**config.mk**
```make
export PLATFORM = sky130hd
export DESIGN_NAME = vsk_sprite_regs
export DESIGN_NICKNAME = d
export VERILOG_FILES = /design/src/pkg/vsk_pkg.sv /design/src/verilog/vsk_key_unit.sv /design/src/verilog/vsk_sprite_regs.sv
export VERILOG_INCLUDE_DIRS = /design/src /design/src/pkg
export SDC_FILE = /design/constraint.sdc
export NUM_CORES = 1
export LEC_CHECK = 0
export BUFFER_PORTS_ARGS = -buffer_cell sky130_fd_sc_hd__buf_2
export CORE_ASPECT_RATIO = 0.8
export CORE_MARGIN = 4
export CORE_UTILIZATION = 29
export CTS_CLUSTER_DIAMETER = 100
export DETAILED_ROUTE_END_ITERATION = 8
export PLACE_DENSITY = 0.48
export SKIP_LAST_GASP = 1
export SLEW_MARGIN = 20
export SYNTH_ARGS = -nofsm -noshare
export SYNTH_HDL_FRONTEND = slang
export SYNTH_HIERARCHICAL = 1
export SYNTH_SLANG_ARGS = --single-unit
```
**constraint.sdc**
```tcl
create_clock -name clk -period 3.4 [get_ports clk]
set_clock_uncertainty 0.15 [all_clocks]
set_input_delay 0.34 -clock clk [delete_from_list [all_inputs] [get_ports clk]]
set_output_delay 0.34 -clock clk [all_outputs]
set_load 0.01 [all_outputs]
```
**src/pkg/vsk_consts.svh**
```systemverilog
`ifndef VSK_CONSTS_SVH
`define VSK_CONSTS_SVH

// register offsets on the mmio port
`define VSK_OFF_SIZE      20'h72190
`define VSK_OFF_KEY_MIN   20'h72194
`define VSK_OFF_KEY_MASK  20'h72198
`define VSK_OFF_SURF      20'h7219C
`define VSK_OFF_KEY_MAX   20'h721A0
`define VSK_OFF_TILE      20'h721A4
`define VSK_OFF_STATUS    20'h721C0

// writable bits of each register, reserved bits read as zero
`define VSK_MASK_SIZE     32'h0FFF0FFF
`define VSK_MASK_KEY_MIN  32'h00FFFFFF
`define VSK_MASK_KEY_MSK  32'h07FFFFFF
`define VSK_MASK_SURF     32'hFFFFF000
`define VSK_MASK_KEY_MAX  32'h00FFFFFF
`define VSK_MASK_TILE     32'h0FFF0FFF

// field positions
`define VSK_SRC_EN_LSB    24
`define VSK_HI_MSB        27
`define VSK_HI_LSB        16
`define VSK_LO_MSB        11
`define VSK_LO_LSB        0
`define VSK_PAGE_LSB      12

// reset values
`define VSK_RST_REG       32'h00000000

`endif

```
**src/pkg/vsk_pkg.sv**
```systemverilog
`default_nettype none
package vsk_pkg;

    // one pixel: V/red, Y/green, U/blue
    typedef struct packed {
        logic [7:0] v;
        logic [7:0] y;
        logic [7:0] u;
    } vsk_pix_s;

    // one copy of the double-buffered register set
    typedef struct packed {
        logic [31:0] size;
        logic [31:0] key_min;
        logic [31:0] key_mask;
        logic [31:0] surf;
        logic [31:0] key_max;
        logic [31:0] tile;
    } vsk_regs_s;

    typedef enum logic [1:0] {
        VSK_KEY_OFF,
        VSK_KEY_SRC,
        VSK_KEY_DST
    } vsk_key_mode_e;

endpackage
`default_nettype wire

```
**src/verilog/vsk_key_unit.sv**
```systemverilog
`default_nettype none
`include "vsk_consts.svh"
module vsk_key_unit (
    input  wire vsk_pkg::vsk_key_mode_e mode,        // keying function in use
    input  wire logic [31:0]            key_min,     // key value / minimum
    input  wire logic [31:0]            key_mask,    // channel enables and bit masks
    input  wire logic [31:0]            key_max,     // range maximum
    input  wire vsk_pkg::vsk_pix_s      sprite_pix,  // sprite pixel
    input  wire vsk_pkg::vsk_pix_s      primary_pix, // primary plane pixel
    output logic                        src_hit,     // sprite pixel inside key range
    output logic                        dst_hit,     // primary pixel matches key
    output vsk_pkg::vsk_pix_s           out_pix      // selected pixel
);
    logic [2:0]  chan_ok;
    logic [23:0] diff;

    // per channel inclusive range check, skipped where disabled
    for (genvar c = 0; c < 3; c++)
    begin : g_chan
        logic [7:0] pv;
        logic [7:0] lo;
        logic [7:0] hi;
        assign pv = sprite_pix[c*8 +: 8];
        assign lo = key_min[c*8 +: 8];
        assign hi = key_max[c*8 +: 8];
        assign chan_ok[c] = !key_mask[`VSK_SRC_EN_LSB + c] || ((pv >= lo) && (pv <= hi));
    end

    assign diff = (primary_pix ^ key_min[23:0]) & key_mask[23:0];

    always_comb
    begin
        src_hit = (mode == vsk_pkg::VSK_KEY_SRC) && (&chan_ok);
        dst_hit = (mode == vsk_pkg::VSK_KEY_DST) && (diff == 24'h000000);
        case (mode)
            vsk_pkg::VSK_KEY_DST: out_pix = dst_hit ? sprite_pix : primary_pix;
            vsk_pkg::VSK_KEY_SRC: out_pix = src_hit ? primary_pix : sprite_pix;
            default:              out_pix = sprite_pix;
        endcase
    end

endmodule
`default_nettype wire

```
**src/verilog/vsk_sprite_regs.sv**
```systemverilog
`default_nettype none
`include "vsk_consts.svh"
module vsk_sprite_regs (
    input  wire logic                clk,              // 50 MHz pipe clock
    input  wire logic                rst_n,            // async reset, active low
    input  wire logic                mmio_wr,          // register write strobe
    input  wire logic                mmio_rd,          // register read strobe
    input  wire logic [19:0]         mmio_addr,        // register byte address
    input  wire logic [31:0]         mmio_wdata,       // write data
    output logic      [31:0]         mmio_rdata,       // read data
    output logic                     mmio_rvalid,      // read data valid pulse
    input  wire logic                cs_flip,          // command streamer flip strobe
    input  wire logic [31:0]         cs_flip_base,     // flip surface base
    input  wire logic                vblank_start,     // start of vertical blank pulse
    input  wire logic                pipe_enable,      // pipe enabled level
    input  wire logic                sprite_enable,    // sprite enabled level
    input  wire logic                tiled_surface,    // surface in tiled memory
    input  wire logic                rotate_180,       // 180 degree rotation
    input  wire logic                src_key_enable,   // source key function on
    input  wire logic                dst_key_enable,   // destination key function on
    input  wire logic [31:0]         linear_pan_offset,// linear panning byte offset
    input  wire logic                pix_valid,        // pixel pair valid
    input  wire vsk_pkg::vsk_pix_s   sprite_pix,       // sprite pixel
    input  wire vsk_pkg::vsk_pix_s   primary_pix,      // primary plane pixel
    output vsk_pkg::vsk_pix_s        out_pix,          // blended pixel
    output logic                     out_valid,        // blended pixel valid
    output logic                     src_key_hit,      // sprite pixel was source keyed
    output logic [11:0]              size_height_m1,   // active height minus one
    output logic [11:0]              size_width_m1,    // active width minus one
    output logic [19:0]              gtt_page_index,   // surface page into translation table
    output logic [11:0]              pan_x,            // tiled x start
    output logic [11:0]              pan_y,            // tiled y start
    output logic [31:0]              pan_linear,       // linear byte offset in use
    output logic                     pan_lower_right,  // offsets name the lower right corner
    output logic                     update_armed      // armed registers still pending
);

    vsk_pkg::vsk_regs_s     pend;
    vsk_pkg::vsk_regs_s     act;
    vsk_pkg::vsk_regs_s     next_pend;
    vsk_pkg::vsk_regs_s     next_act;
    logic                   armed;
    logic                   next_armed;
    logic [31:0]            next_rdata;
    logic                   next_rvalid;
    logic [11:0]            next_pan_x;
    logic [11:0]            next_pan_y;
    logic [31:0]            next_pan_linear;
    logic                   next_lower_right;
    vsk_pkg::vsk_pix_s      next_out_pix;
    vsk_pkg::vsk_pix_s      key_pix;
    logic                   next_out_valid;
    logic                   next_src_hit;
    logic                   k_src_hit;
    logic                   k_dst_hit;
    logic                   surf_wr;
    logic                   upd_now;
    logic                   size_upd;
    vsk_pkg::vsk_key_mode_e key_mode;

    assign surf_wr  = (mmio_wr && (mmio_addr == `VSK_OFF_SURF)) || cs_flip;
    assign upd_now  = vblank_start || !pipe_enable;
    assign size_upd = armed && (upd_now || !sprite_enable);

    always_comb
    begin
        if (dst_key_enable)
            key_mode = vsk_pkg::VSK_KEY_DST;
        else if (src_key_enable)
            key_mode = vsk_pkg::VSK_KEY_SRC;
        else
            key_mode = vsk_pkg::VSK_KEY_OFF;
    end

    vsk_key_unit u_key (
        .mode        (key_mode),
        .key_min     (act.key_min),
        .key_mask    (act.key_mask),
        .key_max     (act.key_max),
        .sprite_pix  (sprite_pix),
        .primary_pix (primary_pix),
        .src_hit     (k_src_hit),
        .dst_hit     (k_dst_hit),
        .out_pix     (key_pix)
    );

    // register file: pending copies, active copies, read port
    always_comb
    begin
        next_pend   = pend;
        next_act    = act;
        next_armed  = armed;
        next_rdata  = 32'h00000000;
        next_rvalid = mmio_rd;
        if (mmio_wr)
        begin
            case (mmio_addr)
                `VSK_OFF_SIZE:     next_pend.size     = mmio_wdata & `VSK_MASK_SIZE;
                `VSK_OFF_KEY_MIN:  next_pend.key_min  = mmio_wdata & `VSK_MASK_KEY_MIN;
                `VSK_OFF_KEY_MASK: next_pend.key_mask = mmio_wdata & `VSK_MASK_KEY_MSK;
                `VSK_OFF_SURF:     next_pend.surf     = mmio_wdata & `VSK_MASK_SURF;
                `VSK_OFF_KEY_MAX:  next_pend.key_max  = mmio_wdata & `VSK_MASK_KEY_MAX;
                `VSK_OFF_TILE:     next_pend.tile     = mmio_wdata & `VSK_MASK_TILE;
                default:           next_pend          = pend;
            endcase
        end
        // a flip that lands with a register write wins the surface
        if (cs_flip)
            next_pend.surf = cs_flip_base & `VSK_MASK_SURF;
        if (upd_now)
        begin
            next_act.key_min  = pend.key_min;
            next_act.key_mask = pend.key_mask;
            next_act.surf     = pend.surf;
            next_act.key_max  = pend.key_max;
            next_act.tile     = pend.tile;
        end
        if (size_upd)
        begin
            next_act.size = pend.size;
            next_armed    = 1'b0;
        end
        // a new arm in the transfer cycle survives the clear
        if (surf_wr)
            next_armed = 1'b1;
        if (mmio_rd)
        begin
            case (mmio_addr)
                `VSK_OFF_SIZE:     next_rdata = pend.size;
                `VSK_OFF_KEY_MIN:  next_rdata = pend.key_min;
                `VSK_OFF_KEY_MASK: next_rdata = pend.key_mask;
                `VSK_OFF_SURF:     next_rdata = pend.surf;
                `VSK_OFF_KEY_MAX:  next_rdata = pend.key_max;
                `VSK_OFF_TILE:     next_rdata = pend.tile;
                `VSK_OFF_STATUS:   next_rdata = {31'h0, armed};
                default:           next_rdata = 32'h00000000;
            endcase
        end
    end

    always_ff @(posedge clk or negedge rst_n)
    begin
        if (!rst_n)
        begin
            pend        <= '{default: `VSK_RST_REG};
            act         <= '{default: `VSK_RST_REG};
            armed       <= 1'b0;
            mmio_rdata  <= 32'h00000000;
            mmio_rvalid <= 1'b0;
        end
        else
        begin
            pend        <= next_pend;
            act         <= next_act;
            armed       <= next_armed;
            mmio_rdata  <= next_rdata;
            mmio_rvalid <= next_rvalid;
        end
    end

    // panning start selection
    always_comb
    begin
        if (tiled_surface)
        begin
            next_pan_x       = act.tile[`VSK_LO_MSB:`VSK_LO_LSB];
            next_pan_y       = act.tile[`VSK_HI_MSB:`VSK_HI_LSB];
            next_pan_linear  = 32'h00000000;
            next_lower_right = rotate_180;
        end
        else
        begin
            next_pan_x       = 12'h000;
            next_pan_y       = 12'h000;
            next_pan_linear  = linear_pan_offset;
            next_lower_right = 1'b0;
        end
    end

    always_ff @(posedge clk or negedge rst_n)
    begin
        if (!rst_n)
        begin
            pan_x           <= 12'h000;
            pan_y           <= 12'h000;
            pan_linear      <= 32'h00000000;
            pan_lower_right <= 1'b0;
        end
        else
        begin
            pan_x           <= next_pan_x;
            pan_y           <= next_pan_y;
            pan_linear      <= next_pan_linear;
            pan_lower_right <= next_lower_right;
        end
    end

    // pixel keying stage
    always_comb
    begin
        next_out_valid = pix_valid;
        next_out_pix   = pix_valid ? key_pix : out_pix;
        next_src_hit   = pix_valid && k_src_hit;
    end

    always_ff @(posedge clk or negedge rst_n)
    begin
        if (!rst_n)
        begin
            out_pix     <= '0;
            out_valid   <= 1'b0;
            src_key_hit <= 1'b0;
        end
        else
        begin
            out_pix     <= next_out_pix;
            out_valid   <= next_out_valid;
            src_key_hit <= next_src_hit;
        end
    end

    assign size_height_m1 = act.size[`VSK_HI_MSB:`VSK_HI_LSB];
    assign size_width_m1  = act.size[`VSK_LO_MSB:`VSK_LO_LSB];
    assign gtt_page_index = act.surf[31:`VSK_PAGE_LSB];
    assign update_armed   = armed;

    // key match restated from the active registers
    logic dst_match_chk;
    assign dst_match_chk = ((primary_pix ^ act.key_min[23:0]) & act.key_mask[23:0]) == 24'h000000;
endmodule
`default_nettype wire

```
After elaboration in Yosys (flattened, before gate mapping)
Index checks and enable logic that the tools add are counted.

$lt $le $gt $ge: 6. Equality and inequality tests: 9. Mux-type cells: 18. Bitwise gates (word level): 2. Reduce and logical (&&, ||, !) cells: 30.

Operators by type and width (number): 32-bit one-hot mux with 7 select lines (1); 20-bit by 19-bit == test with 1-bit output, second input constant (7); 32-bit two-way mux (4); 96-bit two-way mux (1); 24-bit two-way mux (3); 24-bit one-hot mux with 2 select lines (1); 28-bit two-way mux (1); 24-bit AND (1); 8-bit greater-or-equal comparator (3); 8-bit <= comparator (3); 24-bit zero test (1); 12-bit two-way mux (2); 24-bit XOR (1); 2-bit AND reduction (6); 1-bit logical AND (8); 1-bit logical OR (6); 2-bit nonzero test (3); 1-bit zero test (5); 1-bit two-way mux (4); 3-bit AND reduction (1); 2-bit by 1-bit == test with 1-bit output, second input constant (1); 2-bit == test, second input constant (1); 2-bit two-way mux (1).

Bits in registers: 427. Output and inout bits: 161. Word-level logic and storage cells: 89.

Depth between registers and ports, before layout
Gate-level depths: netlist (run 1).

Depth in word-level cells: 7. Depth in mapped cells: 11. Depth with buffers taken out: 10.

Modules after synthesis
The synthesis (run 1) kept the hierarchy.

Modules (own cells, without submodules): vsk_sprite_regs (times used 1, cells an instance 1158, area an instance 16328.2 µm², seq. area each 10084.7 µm²); vsk_key_unit (times used 1, cells an instance 244, area an instance 1865.5 µm², seq. area each 0.0 µm²).

Worst setup path after synthesis (run 1)
No wires, ideal clock.

Kind: input to register. From: in sprite_pix[13] (netlist name). To: reg out_pix[0] (netlist name). Data arrival time: 2.516 ns. Required time: 3.125 ns. Slack: 0.609 ns. Stages on the path: 10. Path buffers: 1. Path through: ha_1 a211oi_2 nor2_1 o221a_4 nor4_4 nand3_1 a211o_1 buf_6 a22o_1 mux2_2.

RTL lines: start, declared (line vsk_sprite_regs.sv:23) `input wire vsk_pkg::vsk_pix_s sprite_pix,`; end signal, assigned (line vsk_sprite_regs.sv:216) `out_pix <= next_out_pix;`; end, declared (line vsk_sprite_regs.sv:25) `output vsk_pkg::vsk_pix_s out_pix,`.

==> results of run 1 <==
## layer usage
| metal | share of wire (%) | vias up | routed length, µm |
|---|---|---|---|
| met5 | 0.062 | - | 35 |
| met4 | 2.1 | 8 | 1180 |
| met3 | 6.4 | 75 | 3640 |
| met2 | 46 | 311 | 26300 |
| met1 | 45 | 6331 | 25700 |
| li1 | - | 5758 | - |
## power by group through the flow
| stage | Clock (µW) | Sequential (µW) | Combinational, µW |
|---|---|---|---|
| 4_1_cts | 5230 | 5000 | 1050 |
| 3_3_place_gp | 0 | 5080 | 909 |
| 5_1_grt | 5400 | 5010 | 1140 |
| 6_report | 5030 | 5000 | 1030 |
| 2_1_floorplan | 0 | 5100 | 451 |
| 3_5_place_dp | 0 | 5090 | 934 |
## flip-flops by register name (all words and copies together) (netlist names), 12 cells and up
register,count
out_pix,24
size_width_m1,12
gtt_page_index,20
act,99
pan_y,12
pend,143
pan_x,12
mmio_rdata,32
size_height_m1,12
pan_linear,32
## path summary, 6_finish.rpt
kind / start / end / cells past startpoint
setup reg to reg: act[128] / out_pix[11] / 8
max in group asynchronous: rst_n / act[129] / 3
hold reg to reg: act[21] / pan_y[5] / 1
setup / recovery: sprite_pix[13] / out_pix[11] / 12
min in group asynchronous: rst_n / size_height_m1[3] / 2
hold / removal: primary_pix[23] / out_pix[23] / 3
## metrics by stage
step / power (µW) / util, %
after floorplan: 5550 / -
after global placement: 5990 / 33.5
after detailed placement: 6020 / 33.5
after CTS: 11300 / 38.0
after global routing: 11600 / 38.0
final: 11100 / 38.0
## worst max-delay path: stages
cell,delay [ns]
dlygate4sd3_1,0.53
buf_2,0.15
ha_1,0.33
a211oi_2,0.22
nor2_1,0.08
o221a_4,0.27
nor4_4,0.30
nand3_1,0.11
a211o_1,0.32
buf_4,0.21
a22o_2,0.27
mux2_2,0.26
## layout make-up
class                   count  share of cell area, %
flip-flops and latches    403                   43.0
diodes                      5                 0.0534
clock buffers              67                   5.99
clock inverters            12                  0.529
multi-input cells         819                   30.8
inverters                  65                   1.04
well taps                 830                   4.43
repair buffers            488                   14.1
## timing repair
| action | 4_1_cts | 5_1_grt |
|---|---|---|
| hold endpoints to repair | 280 | 0 |
| gates resized for setup | 0 | 0 |
| hold buffers | 122 | 0 |
==> key figures, run 1 <==
Timing
  – TNS Setup: 0 ns
  – Final setup fails: 0
  – Normalized max-slew margin: a little over a quarter
  – Fin crit period: between 3 and 4 ns
  – Worst setup margin: between 0.3 and 0.4 ns
  – Worst Tran Pin Value: around 1.1 ns
  – Final hold violation count: 0
  – Max-slew violation count: 0
  – Period utilization: about 90%
  – Fmax: around 330 MHz
  – RSZ-0062 raised after global routing: no
  – Worst hold slack: between 0.03 and 0.04 ns

Pwr
  – Sequential share of power: between 40% and 50%
  – Clk pwr share: approximately 46%
  – Sw frac: about a quarter
  – PwrDens: between 400 and 500 mW/mm²
  – Combinational share of power: a little under a tenth
  – Maximum VDD drop: 0.280 mV
  – Leakage: approximately 0.012 µW
  – Power Internal: ~8400 µW
  – NetSw: between 2000 and 3000 µW

Die
  – DIE AREA: ~0.067 mm²
  – Placeable Area: roughly 0.06 mm²
  – Cell Rows: 81
  – Chip height: ~230 µm
  – Die X: between 200 and 300 µm
  – Top Ports: approximately 340
  – Starting Density: around 30%

Global route
  – Initial antenna violation count: 10
  – GR Util met2: 27.3%
  – Vias in the first global route: ~13,000
  – GRT overflow: 0
  – GRT Util Overall: about 17%
  – Busiest grt layer: met2
  – M3 GR Usage: 4.49%
  – First-pass GRT wire length: approximately 86,000 µm
  – Largest net degree at the start of global routing: roughly 140
  – Met1 Use GR: a little under a quarter

Placement
  – Placed insts: 2,483
  – Routability congestion estimate: a little under 0.8
  – DPL Wire Length: a little over 40,000 µm
  – Dpl ws: between 0.2 and 0.25 ns
  – PortBufs: roughly 330
  – Dpl cell area: slightly above 0.02 mm²

Logic synthesis
  – Syn nets: between 1,500 and 2,000
  – Ys Warns: 6
  – Mapped cell area: around 0.018 mm²
  – Synth Instances: approximately 1,400
  – Avg Cell Area, Syn: 13.0 µm²

Worst setup path
  – Critical Path End Type: flip-flop
  – Register-to-register setup slack: between 0.3 and 0.4 ns
  – Crit-path max FO: 16
  – CP Class: in -> reg
  – Startpoint Class: primary input
  – CP required: 3.71 ns
  – Critical Path AT: roughly 3.4 ns

Drt
  – TritonRoute pass-1 iters: 5
  – Vias per inst: around 4.6
  – Final wirelength: about 57,000 µm
  – Via Count: ~12,000
  – Wire length per cell: around 21 µm
  – Routed Antenna Nets: 0
  – DRC: 0
  – Initial DRC Count: roughly 610

Layout
  – Commonest non-fill, non-tap cell in the layout: dfrtp_1
  – Most frequent cells in the layout: dfrtp_1, buf_2, mux2_2
  – Register area: roughly 0.010 mm²
  – Multi-input gate area: 0.00722 mm²
  – Final non-filler cell total: around 2,700
  – Fill count: between 6,000 and 7,000
  – Share of layout cells above drive strength 1: around 42%
  – Final Instance Area: approximately 0.023 mm²
  – Synthesis-to-finish area growth: 28.8%
  – Nets: 2,050

CTS
  – H-tree depth: 2
  – Setup Buffers After CTS: 0
  – Maximum clock insertion buffer count: 3
  – Clk slew on worst S/H paths: around 0.06 ns
  – Clk_lat worst skew: about 0.57 ns
  – Clock sink count: 403
  – Clock tree root buffer cell: clkbuf_16
  – Inserted Clock Buffers: 46
  – CTS tree: done

Flow run
  – Max cap viols: 0

Run status
  – Status: finished clean

Worst hold path
  – Hold Crit Class: in -> reg
Note: power is estimated with default switching activity, not from simulation.
==> run 2, diff against run 1 <==
Settings changed: REMOVE_ABC_BUFFERS from default to 1, SETUP_SLACK_MARGIN from default to 0.02, SYNTH_HIERARCHICAL 1 to default.
==> run 2 against run 1 <==
Net effect:
- cell count is 9.2% higher
- non-clock buffer count stayed put
- first-iteration DRC count is 55% higher
- routed wire length is 10% higher
- global-route usage is 1.4 points higher
- final area is 0.11% lower
- fmax is 4.1% lower
- largest power group is now sequential cells
==> key figures, run 2 <==
Worst setup path
  – Startpoint Class: primary input
  – R2R cell count: 11 (+3)
  – Crit-path max FO: 28 (+12)
  – Reg2reg start: act[144]
  – Critical Path AT: 3.54 ns (+0.16 ns)
  – CP required: 3.73 ns (+0.02 ns)
  – Register-to-register setup slack: 0.38 ns (+0.03 ns)
  – CP Class: in -> reg
  – R2R Path End: out_pix[0]
  – Critical Path End Type: flip-flop

CTS
  – Clock tree root buffer cell: clkbuf_16
  – Inserted Clock Buffers: 45 (-2.2%)
  – Setup Buffers After CTS: 0 (unchanged)
  – Clk slew on worst S/H paths: 0.06 ns (about the same)
  – Clk_lat worst skew: 0.57 ns (about the same)
  – CTS tree: done
  – Clock sink count: 403 (unchanged)
  – Maximum clock insertion buffer count: 3 (unchanged)
  – H-tree depth: 2 (unchanged)

Logic synthesis
  – Synth area leader: dfrtp_1
  – Post-synth EDFFs: 0
  – Ys flop type: dfrtp_1
  – Mapped cell area: 0.0183 mm² (+0.81%)
  – Commonest cells post-synth: dfrtp_1, nand2_1, mux2_2
  – Largest cells by area after synthesis: dfrtp_1, mux2_2, nand2_1, ha_1, mux2i_1
  – Flops & latches, synth: 403
  – Ys Warns: 0 (-6)
  – Synth cell types: 56
  – Avg Cell Area, Syn: 11.0 µm² (-15%)
  – Most frequent cell after synthesis: dfrtp_1
  – Share of the synthesized area in the top cell type: 55.0%
  – Synth Instances: 1,663 (+19%)
  – Share of the yosys chip area belonging to registers: between 50% and 60%
  – Asr flop ratio synth: 100%

Layout
  – Register area: 0.0101 mm² (unchanged)
  – Final non-filler cell total: 2,937 (+9.2%)
  – Top flop regs: pend (143), act (99)
  – Reg with most FFs: pend
  – Nets: 2,289 (+12%)
  – Multi-input gate area: 0.00734 mm² (+1.7%)
  – Fill count: 6,307 (+4.2%)
  – Share of layout cells above drive strength 1: 29.3% (-13 points)
  – Most frequent cells in the layout: dfrtp_1, nand2_1, buf_2
  – Commonest non-fill, non-tap cell in the layout: dfrtp_1
  – Synthesis-to-finish area growth: 27.6%
  – Largest register FFs: 143 (unchanged)

Pwr
  – Leakage: 0.0118 µW (+1.7%)
  – Maximum VDD drop: 0.369 mV (+32%)
  – PwrDens: 467 mW/mm² (-1.1%)

Worst hold path
  – Hold path start: primary_pix[13]
  – Hold Crit Class: in -> reg
  – Hold endpoint: out_pix[13]
  – Hold-critical path depth: 4 (+1)

Global route
  – GRT overflow: 0 (unchanged)
  – GRT Util Overall: 18.4% (+1.4 points)
  – Vias in the first global route: 14,400 (+6.9%)
  – First-pass GRT wire length: 93,100 µm (+8.2%)
  – Largest net degree at the start of global routing: 88 (-35%)
  – Initial antenna violation count: 12 (+2)

Placement
  – Placed insts: 2,739 (+10%)
  – Dpl ws: 0.225 ns (-0.0107 ns)
  – PortBufs: 325 (unchanged)
  – DPL Wire Length: 43,800 µm (+6.7%)
  – Routability congestion estimate: 0.834 (+7.8%)

Timing
  – RSZ-0062 raised after global routing: no
  – Fmax: 312 MHz (-4.1%)
  – Worst setup margin: 0.194 ns (-0.132 ns)
  – Period utilization: 94.3% (+3.9 points)
  – Worst hold slack: 0.0464 ns (+0.0133 ns)
  – Fin crit period: 3.21 ns (+0.132 ns)
  – Normalized max-slew margin: 41.0% (+15 points)
  – Worst Tran Pin Value: 0.885 ns (-0.214 ns)
  – Max-slew violation count: 0 (unchanged)
  – Final hold violation count: 0 (unchanged)
  – Final setup fails: 0 (unchanged)

Die
  – Starting Density: 29.3% (-0.22 points)
  – Placeable Area: 0.0626 mm² (+1.6%)
  – Chip height: 233 µm (+0.39%)
  – DIE AREA: 0.0673 mm² (+0.79%)
  – Cell Rows: 82 (+1.2%)
  – Die X: 289 µm (+0.39%)
  – Top Ports: 338 (unchanged)

Drt
  – TritonRoute pass-1 iters: 6 (+1)
  – DRC: 0 (unchanged)
  – Via Count: 14,000 (+12%)
  – Vias per inst: 4.77 (+2.8%)
  – Wire length per cell: 21.4 µm (+1.2%)
  – Final wirelength: 62,800 µm (+10%)
  – Routed Antenna Nets: 0 (unchanged)
  – Initial DRC Count: 953 (+55%)

Flow run
  – Max cap viols: 0 (unchanged)

Run status
  – Status: finished clean
[run 2: worst max path at each step]
| stage | start | endpoint | slack (ns) | cells past startpoint |
|---|---|---|---|---|
| 2_1_floorplan | mmio_addr[12] | pend[76] | -1.79 | 6 |
| 3_3_place_gp | sprite_pix[16] | out_pix[16] | 0.25 | 13 |
| 3_5_place_dp | sprite_pix[16] | out_pix[0] | 0.23 | 13 |
| 4_1_cts | sprite_pix[16] | out_pix[0] | 0.20 | 14 |
| 5_1_grt | sprite_pix[16] | out_pix[10] | 0.07 | 13 |
| 6_report | sprite_pix[16] | out_pix[0] | 0.19 | 14 |
[run 2: per-stage QoR]
stage	setup TNS [ns]	power [µW]	cell area [µm²]	utilization, %
floorplan	-211.79	5360	17600	-
global placement	0	5930	20800	33.2
detailed placement	0	5950	20800	33.2
CTS	0	11100	23400	37.4
global route	0	11400	23400	37.4
finish	0	10900	23400	37.4
[run 2: per-layer routing]
metal / GRT usage [%] / vias to the layer above / wire length (µm)
li1: - / 6502 / -
met1: 26.1 / 7037 / 29200
met2: 28.8 / 382 / 28200
met3: 4.30 / 77 / 4290
met4: 3.69 / 14 / 980
met5: 0 / - / 83
[run 2: logic make-up (layout without fill, tap and decap cells)]
logic type	after synthesis	after routing	share of synthesized area (%)
and+or+nand+nor	541	541	13.2
muxes	215	215	13.3
adders and majority gates	48	48	3.28
AOI/OAI and AO/OA	244	244	8.87
DFF	403	403	55.0
xor gates and xnor gates	24	24	1.15
buffers and inverters	188	621	5.19
other	0	1	0
[run 2: what timing repair did]
action	4_1_cts	5_1_grt
setup endpoints to repair	0	6
gates resized for setup	0	1
endpoints found under the hold margin	253	0
hold buffers	118	0
[run 2: power breakdown]
group,total [µW],internal [µW],switching (µW)
registers,4960,4900,60.3
logic,1010,406,602
clock network,4950,2910,2040
total,10900,8220,2700
[run 2: cell type report]
| type | count | share of cell area, % |
|---|---|---|
| multi-input cells | 1072 | 31.4 |
| diodes | 1 | 0.0107 |
| well taps | 840 | 4.49 |
| repair buffers | 488 | 13.9 |
| flip-flops and latches | 403 | 43.1 |
| clock inverters | 16 | 0.818 |
| clock buffers | 63 | 5.44 |
| inverters | 54 | 0.866 |
[run 2: worst max-delay path: stages]
cell           delay [ns]
dlygate4sd3_1        0.60
buf_2                0.16
inv_1                0.08
ha_1                 0.28
nor2b_1              0.04
o21ai_1              0.19
a2111oi_0            0.13
buf_4                0.15
or4_1                0.56
nor4_4               0.24
buf_12               0.23
o31ai_2              0.09
buf_4                0.17
a221oi_2             0.25
==> run 3, diff against run 2 <==
Settings changed: SETUP_SLACK_MARGIN 0.02 to 0.2.
==> run 3 against run 2 <==
Net effect:
- sequential power hardly changed
- total power hardly changed
- global-route usage hardly changed
- clock power hardly changed
- largest power group unchanged
- critical path type unchanged
- register-to-register slack hardly changed
- combinational power hardly changed
- critical endpoint unchanged
- count of clock-buffer cells in the layout stayed put
- routed wire length hardly changed
==> key figures, run 3 (synthesis gave the netlist of run 2 again) <==
Run status
  – Status: finished clean

Die
  – Chip height: 233 µm (unchanged)
  – Placeable Area: 0.0626 mm² (unchanged)
  – Die X: 289 µm (unchanged)
  – Starting Density: 29.3% (unchanged)
  – DIE AREA: 0.0673 mm² (unchanged)
  – Top Ports: 338 (unchanged)
  – Cell Rows: 82 (unchanged)

Layout
  – Reg with most FFs: pend
  – Post-layout util: 37.4% (about the same)
  – Final non-filler cell total: 2,938 (+0.034%)
  – Synthesis-to-finish area growth: 27.7% (about the same)
  – Commonest non-fill, non-tap cell in the layout: dfrtp_1
  – Nets: 2,289 (unchanged)
  – Most frequent cells in the layout: dfrtp_1, nand2_1, buf_2
  – Share of layout cells above drive strength 1: 29.3% (unchanged)
  – Top flop regs: pend (143), act (99)
  – Largest register FFs: 143 (unchanged)

Worst setup path
  – CP required: 3.73 ns (about the same)
  – Critical Path End Type: flip-flop
  – Reg2reg start: act[133]
  – Crit-path max FO: 28 (unchanged)
  – Critical Path AT: 3.48 ns (-0.06 ns)
  – R2R Path End: out_pix[0]
  – CP Class: in -> reg
  – Startpoint Class: primary input
  – Register-to-register setup slack: 0.39 ns (about the same)
  – R2R cell count: 10 (-1)

Pwr
  – Sw frac: 24.7% (-0.039 points)
  – NetSw: 2700 µW (-0.21%)
  – Combinational share of power: 9.2% (about the same)
  – Leakage: 0.0118 µW (unchanged)
  – Power Internal: 8220 µW (about the same)
  – Clk pwr share: 45.3% (about the same)
  – Maximum VDD drop: 0.369 mV (about the same)
  – PwrDens: 466 mW/mm² (about the same)
  – Sequential share of power: 45.5% (about the same)

Timing
  – Max-slew violation count: 0 (unchanged)
  – Fin crit period: 3.15 ns (-0.0542 ns)
  – Final setup fails: 0 (unchanged)
  – Fmax: 317 MHz (+1.7%)
  – Normalized max-slew margin: 40.4% (-0.58 points)
  – Final hold violation count: 0 (unchanged)
  – Period utilization: 92.7% (-1.6 points)
  – RSZ-0062 raised after global routing: yes
  – Worst Tran Pin Value: 0.894 ns (+0.00868 ns)
  – TNS Setup: 0 ns (unchanged)
  – Worst hold slack: 0.0496 ns (+0.00326 ns)
  – Worst setup margin: 0.249 ns (+0.0542 ns)

Drt
  – TritonRoute pass-1 iters: 8 (+2)
  – Wire length per cell: 21.4 µm (about the same)
  – Top layer in use: met5
  – WL met1: 29,100 µm (-0.41%)
  – Via Count: 14,100 (+0.29%)
  – Met2 routed WL: 28,200 µm (about the same)
  – Final wirelength: 62,800 µm (about the same)
  – Initial DRC Count: 847 (-11%)
  – Routed Antenna Nets: 0 (unchanged)
  – Vias per inst: 4.78 (+0.26%)
  – WL met3: 4360 µm (+1.7%)
  – DRC: 0 (unchanged)

CTS
  – Clock sink count: 403 (unchanged)
  – Clk_lat worst skew: 0.57 ns (about the same)
  – Clock tree root buffer cell: clkbuf_16
  – Clk slew on worst S/H paths: 0.06 ns (about the same)
  – CTS tree: done
  – Maximum clock insertion buffer count: 3 (unchanged)
  – Inserted Clock Buffers: 45 (unchanged)
  – H-tree depth: 2 (unchanged)

Global route
  – Initial antenna violation count: 13 (+1)
  – First-pass GRT wire length: 93,100 µm (about the same)
  – GRT overflow: 0 (unchanged)
  – Vias in the first global route: 14,400 (+0.062%)
  – GRT Util Overall: 18.4% (about the same)
  – Largest net degree at the start of global routing: 88 (unchanged)

Worst hold path
  – Hold path start: primary_pix[13]
  – Hold-critical path depth: 4 (unchanged)
  – Hold endpoint: out_pix[13]
  – Hold Crit Class: in -> reg

Placement
  – Dpl ws: 0.225 ns (unchanged)
  – Routability congestion estimate: 0.834 (unchanged)
  – DPL Wire Length: 43,800 µm (unchanged)
  – Placed insts: 2,739 (unchanged)
  – PortBufs: 325 (unchanged)

Flow run
  – Max cap viols: 0 (unchanged)
[run 3: changes by cell type in the layout (fill, tap and decap cells not counted), sizes merged]
cell,change
diode,+1
[run 3: cell type report]
class	count	area [µm²]
antenna	2	5.00
clock buffer	63	1270
clock inverter	16	191
fill	6303	39200
inverter	54	203
multi-input combinational	1072	7350
sequential	403	10100
tap	840	1050
timing repair buffer	488	3260
[run 3: worst max path at each step]
stage / from / endpoint / slack (ns) / depth (start not counted)
after floorplan: mmio_addr[12] / pend[76] / -1.79 / 6
after global placement: sprite_pix[16] / out_pix[16] / 0.25 / 13
after detailed placement: sprite_pix[16] / out_pix[0] / 0.23 / 13
after CTS: sprite_pix[16] / out_pix[0] / 0.29 / 14
after global routing: sprite_pix[0] / out_pix[0] / 0.14 / 13
final: sprite_pix[0] / out_pix[0] / 0.25 / 13
[run 3: power by group through the flow]
stage               Combinational, µW  Sequential, µW  Clock, µW
floorplan                         282            5080          0
global placement                  884            5040          0
detailed placement                900            5050          0
CTS                              1030            4960       5120
global route                     1120            4970       5310
finish                           1010            4960       4950
[run 3: critical path, cell delays in order]
cell and delay, ns:
dlygate4sd3_1 0.58, buf_2 0.14, inv_1 0.07, ha_1 0.28, nand2b_1 0.10, a31oi_1 0.09
o311a_1 0.34, or4_1 0.56, nor4_4 0.24, buf_12 0.23, o31ai_2 0.09, buf_4 0.16
a221oi_2 0.25
[run 3: per-layer routing]
layer	track usage, %	vias up
li1	-	6509
met1	26.1	7085
met2	28.7	366
met3	4.30	79
met4	3.75	14
met5	0	-
[run 3: through the flow]
| step | area [µm²] | power (µW) |
|---|---|---|
| after CTS | 23400 | 11100 |
| after floorplan | 17600 | 5360 |
| final | 23400 | 10900 |
| after global routing | 23400 | 11400 |
| after detailed placement | 20800 | 5950 |
| after global placement | 20800 | 5930 |
[run 3: what timing repair did]
action                                 CTS  global route
buffers inserted                         0             0
resized for setup                        0             2
hold buffers                           118             0
endpoints found under the hold margin  253             0
setup endpoints to repair                0            24
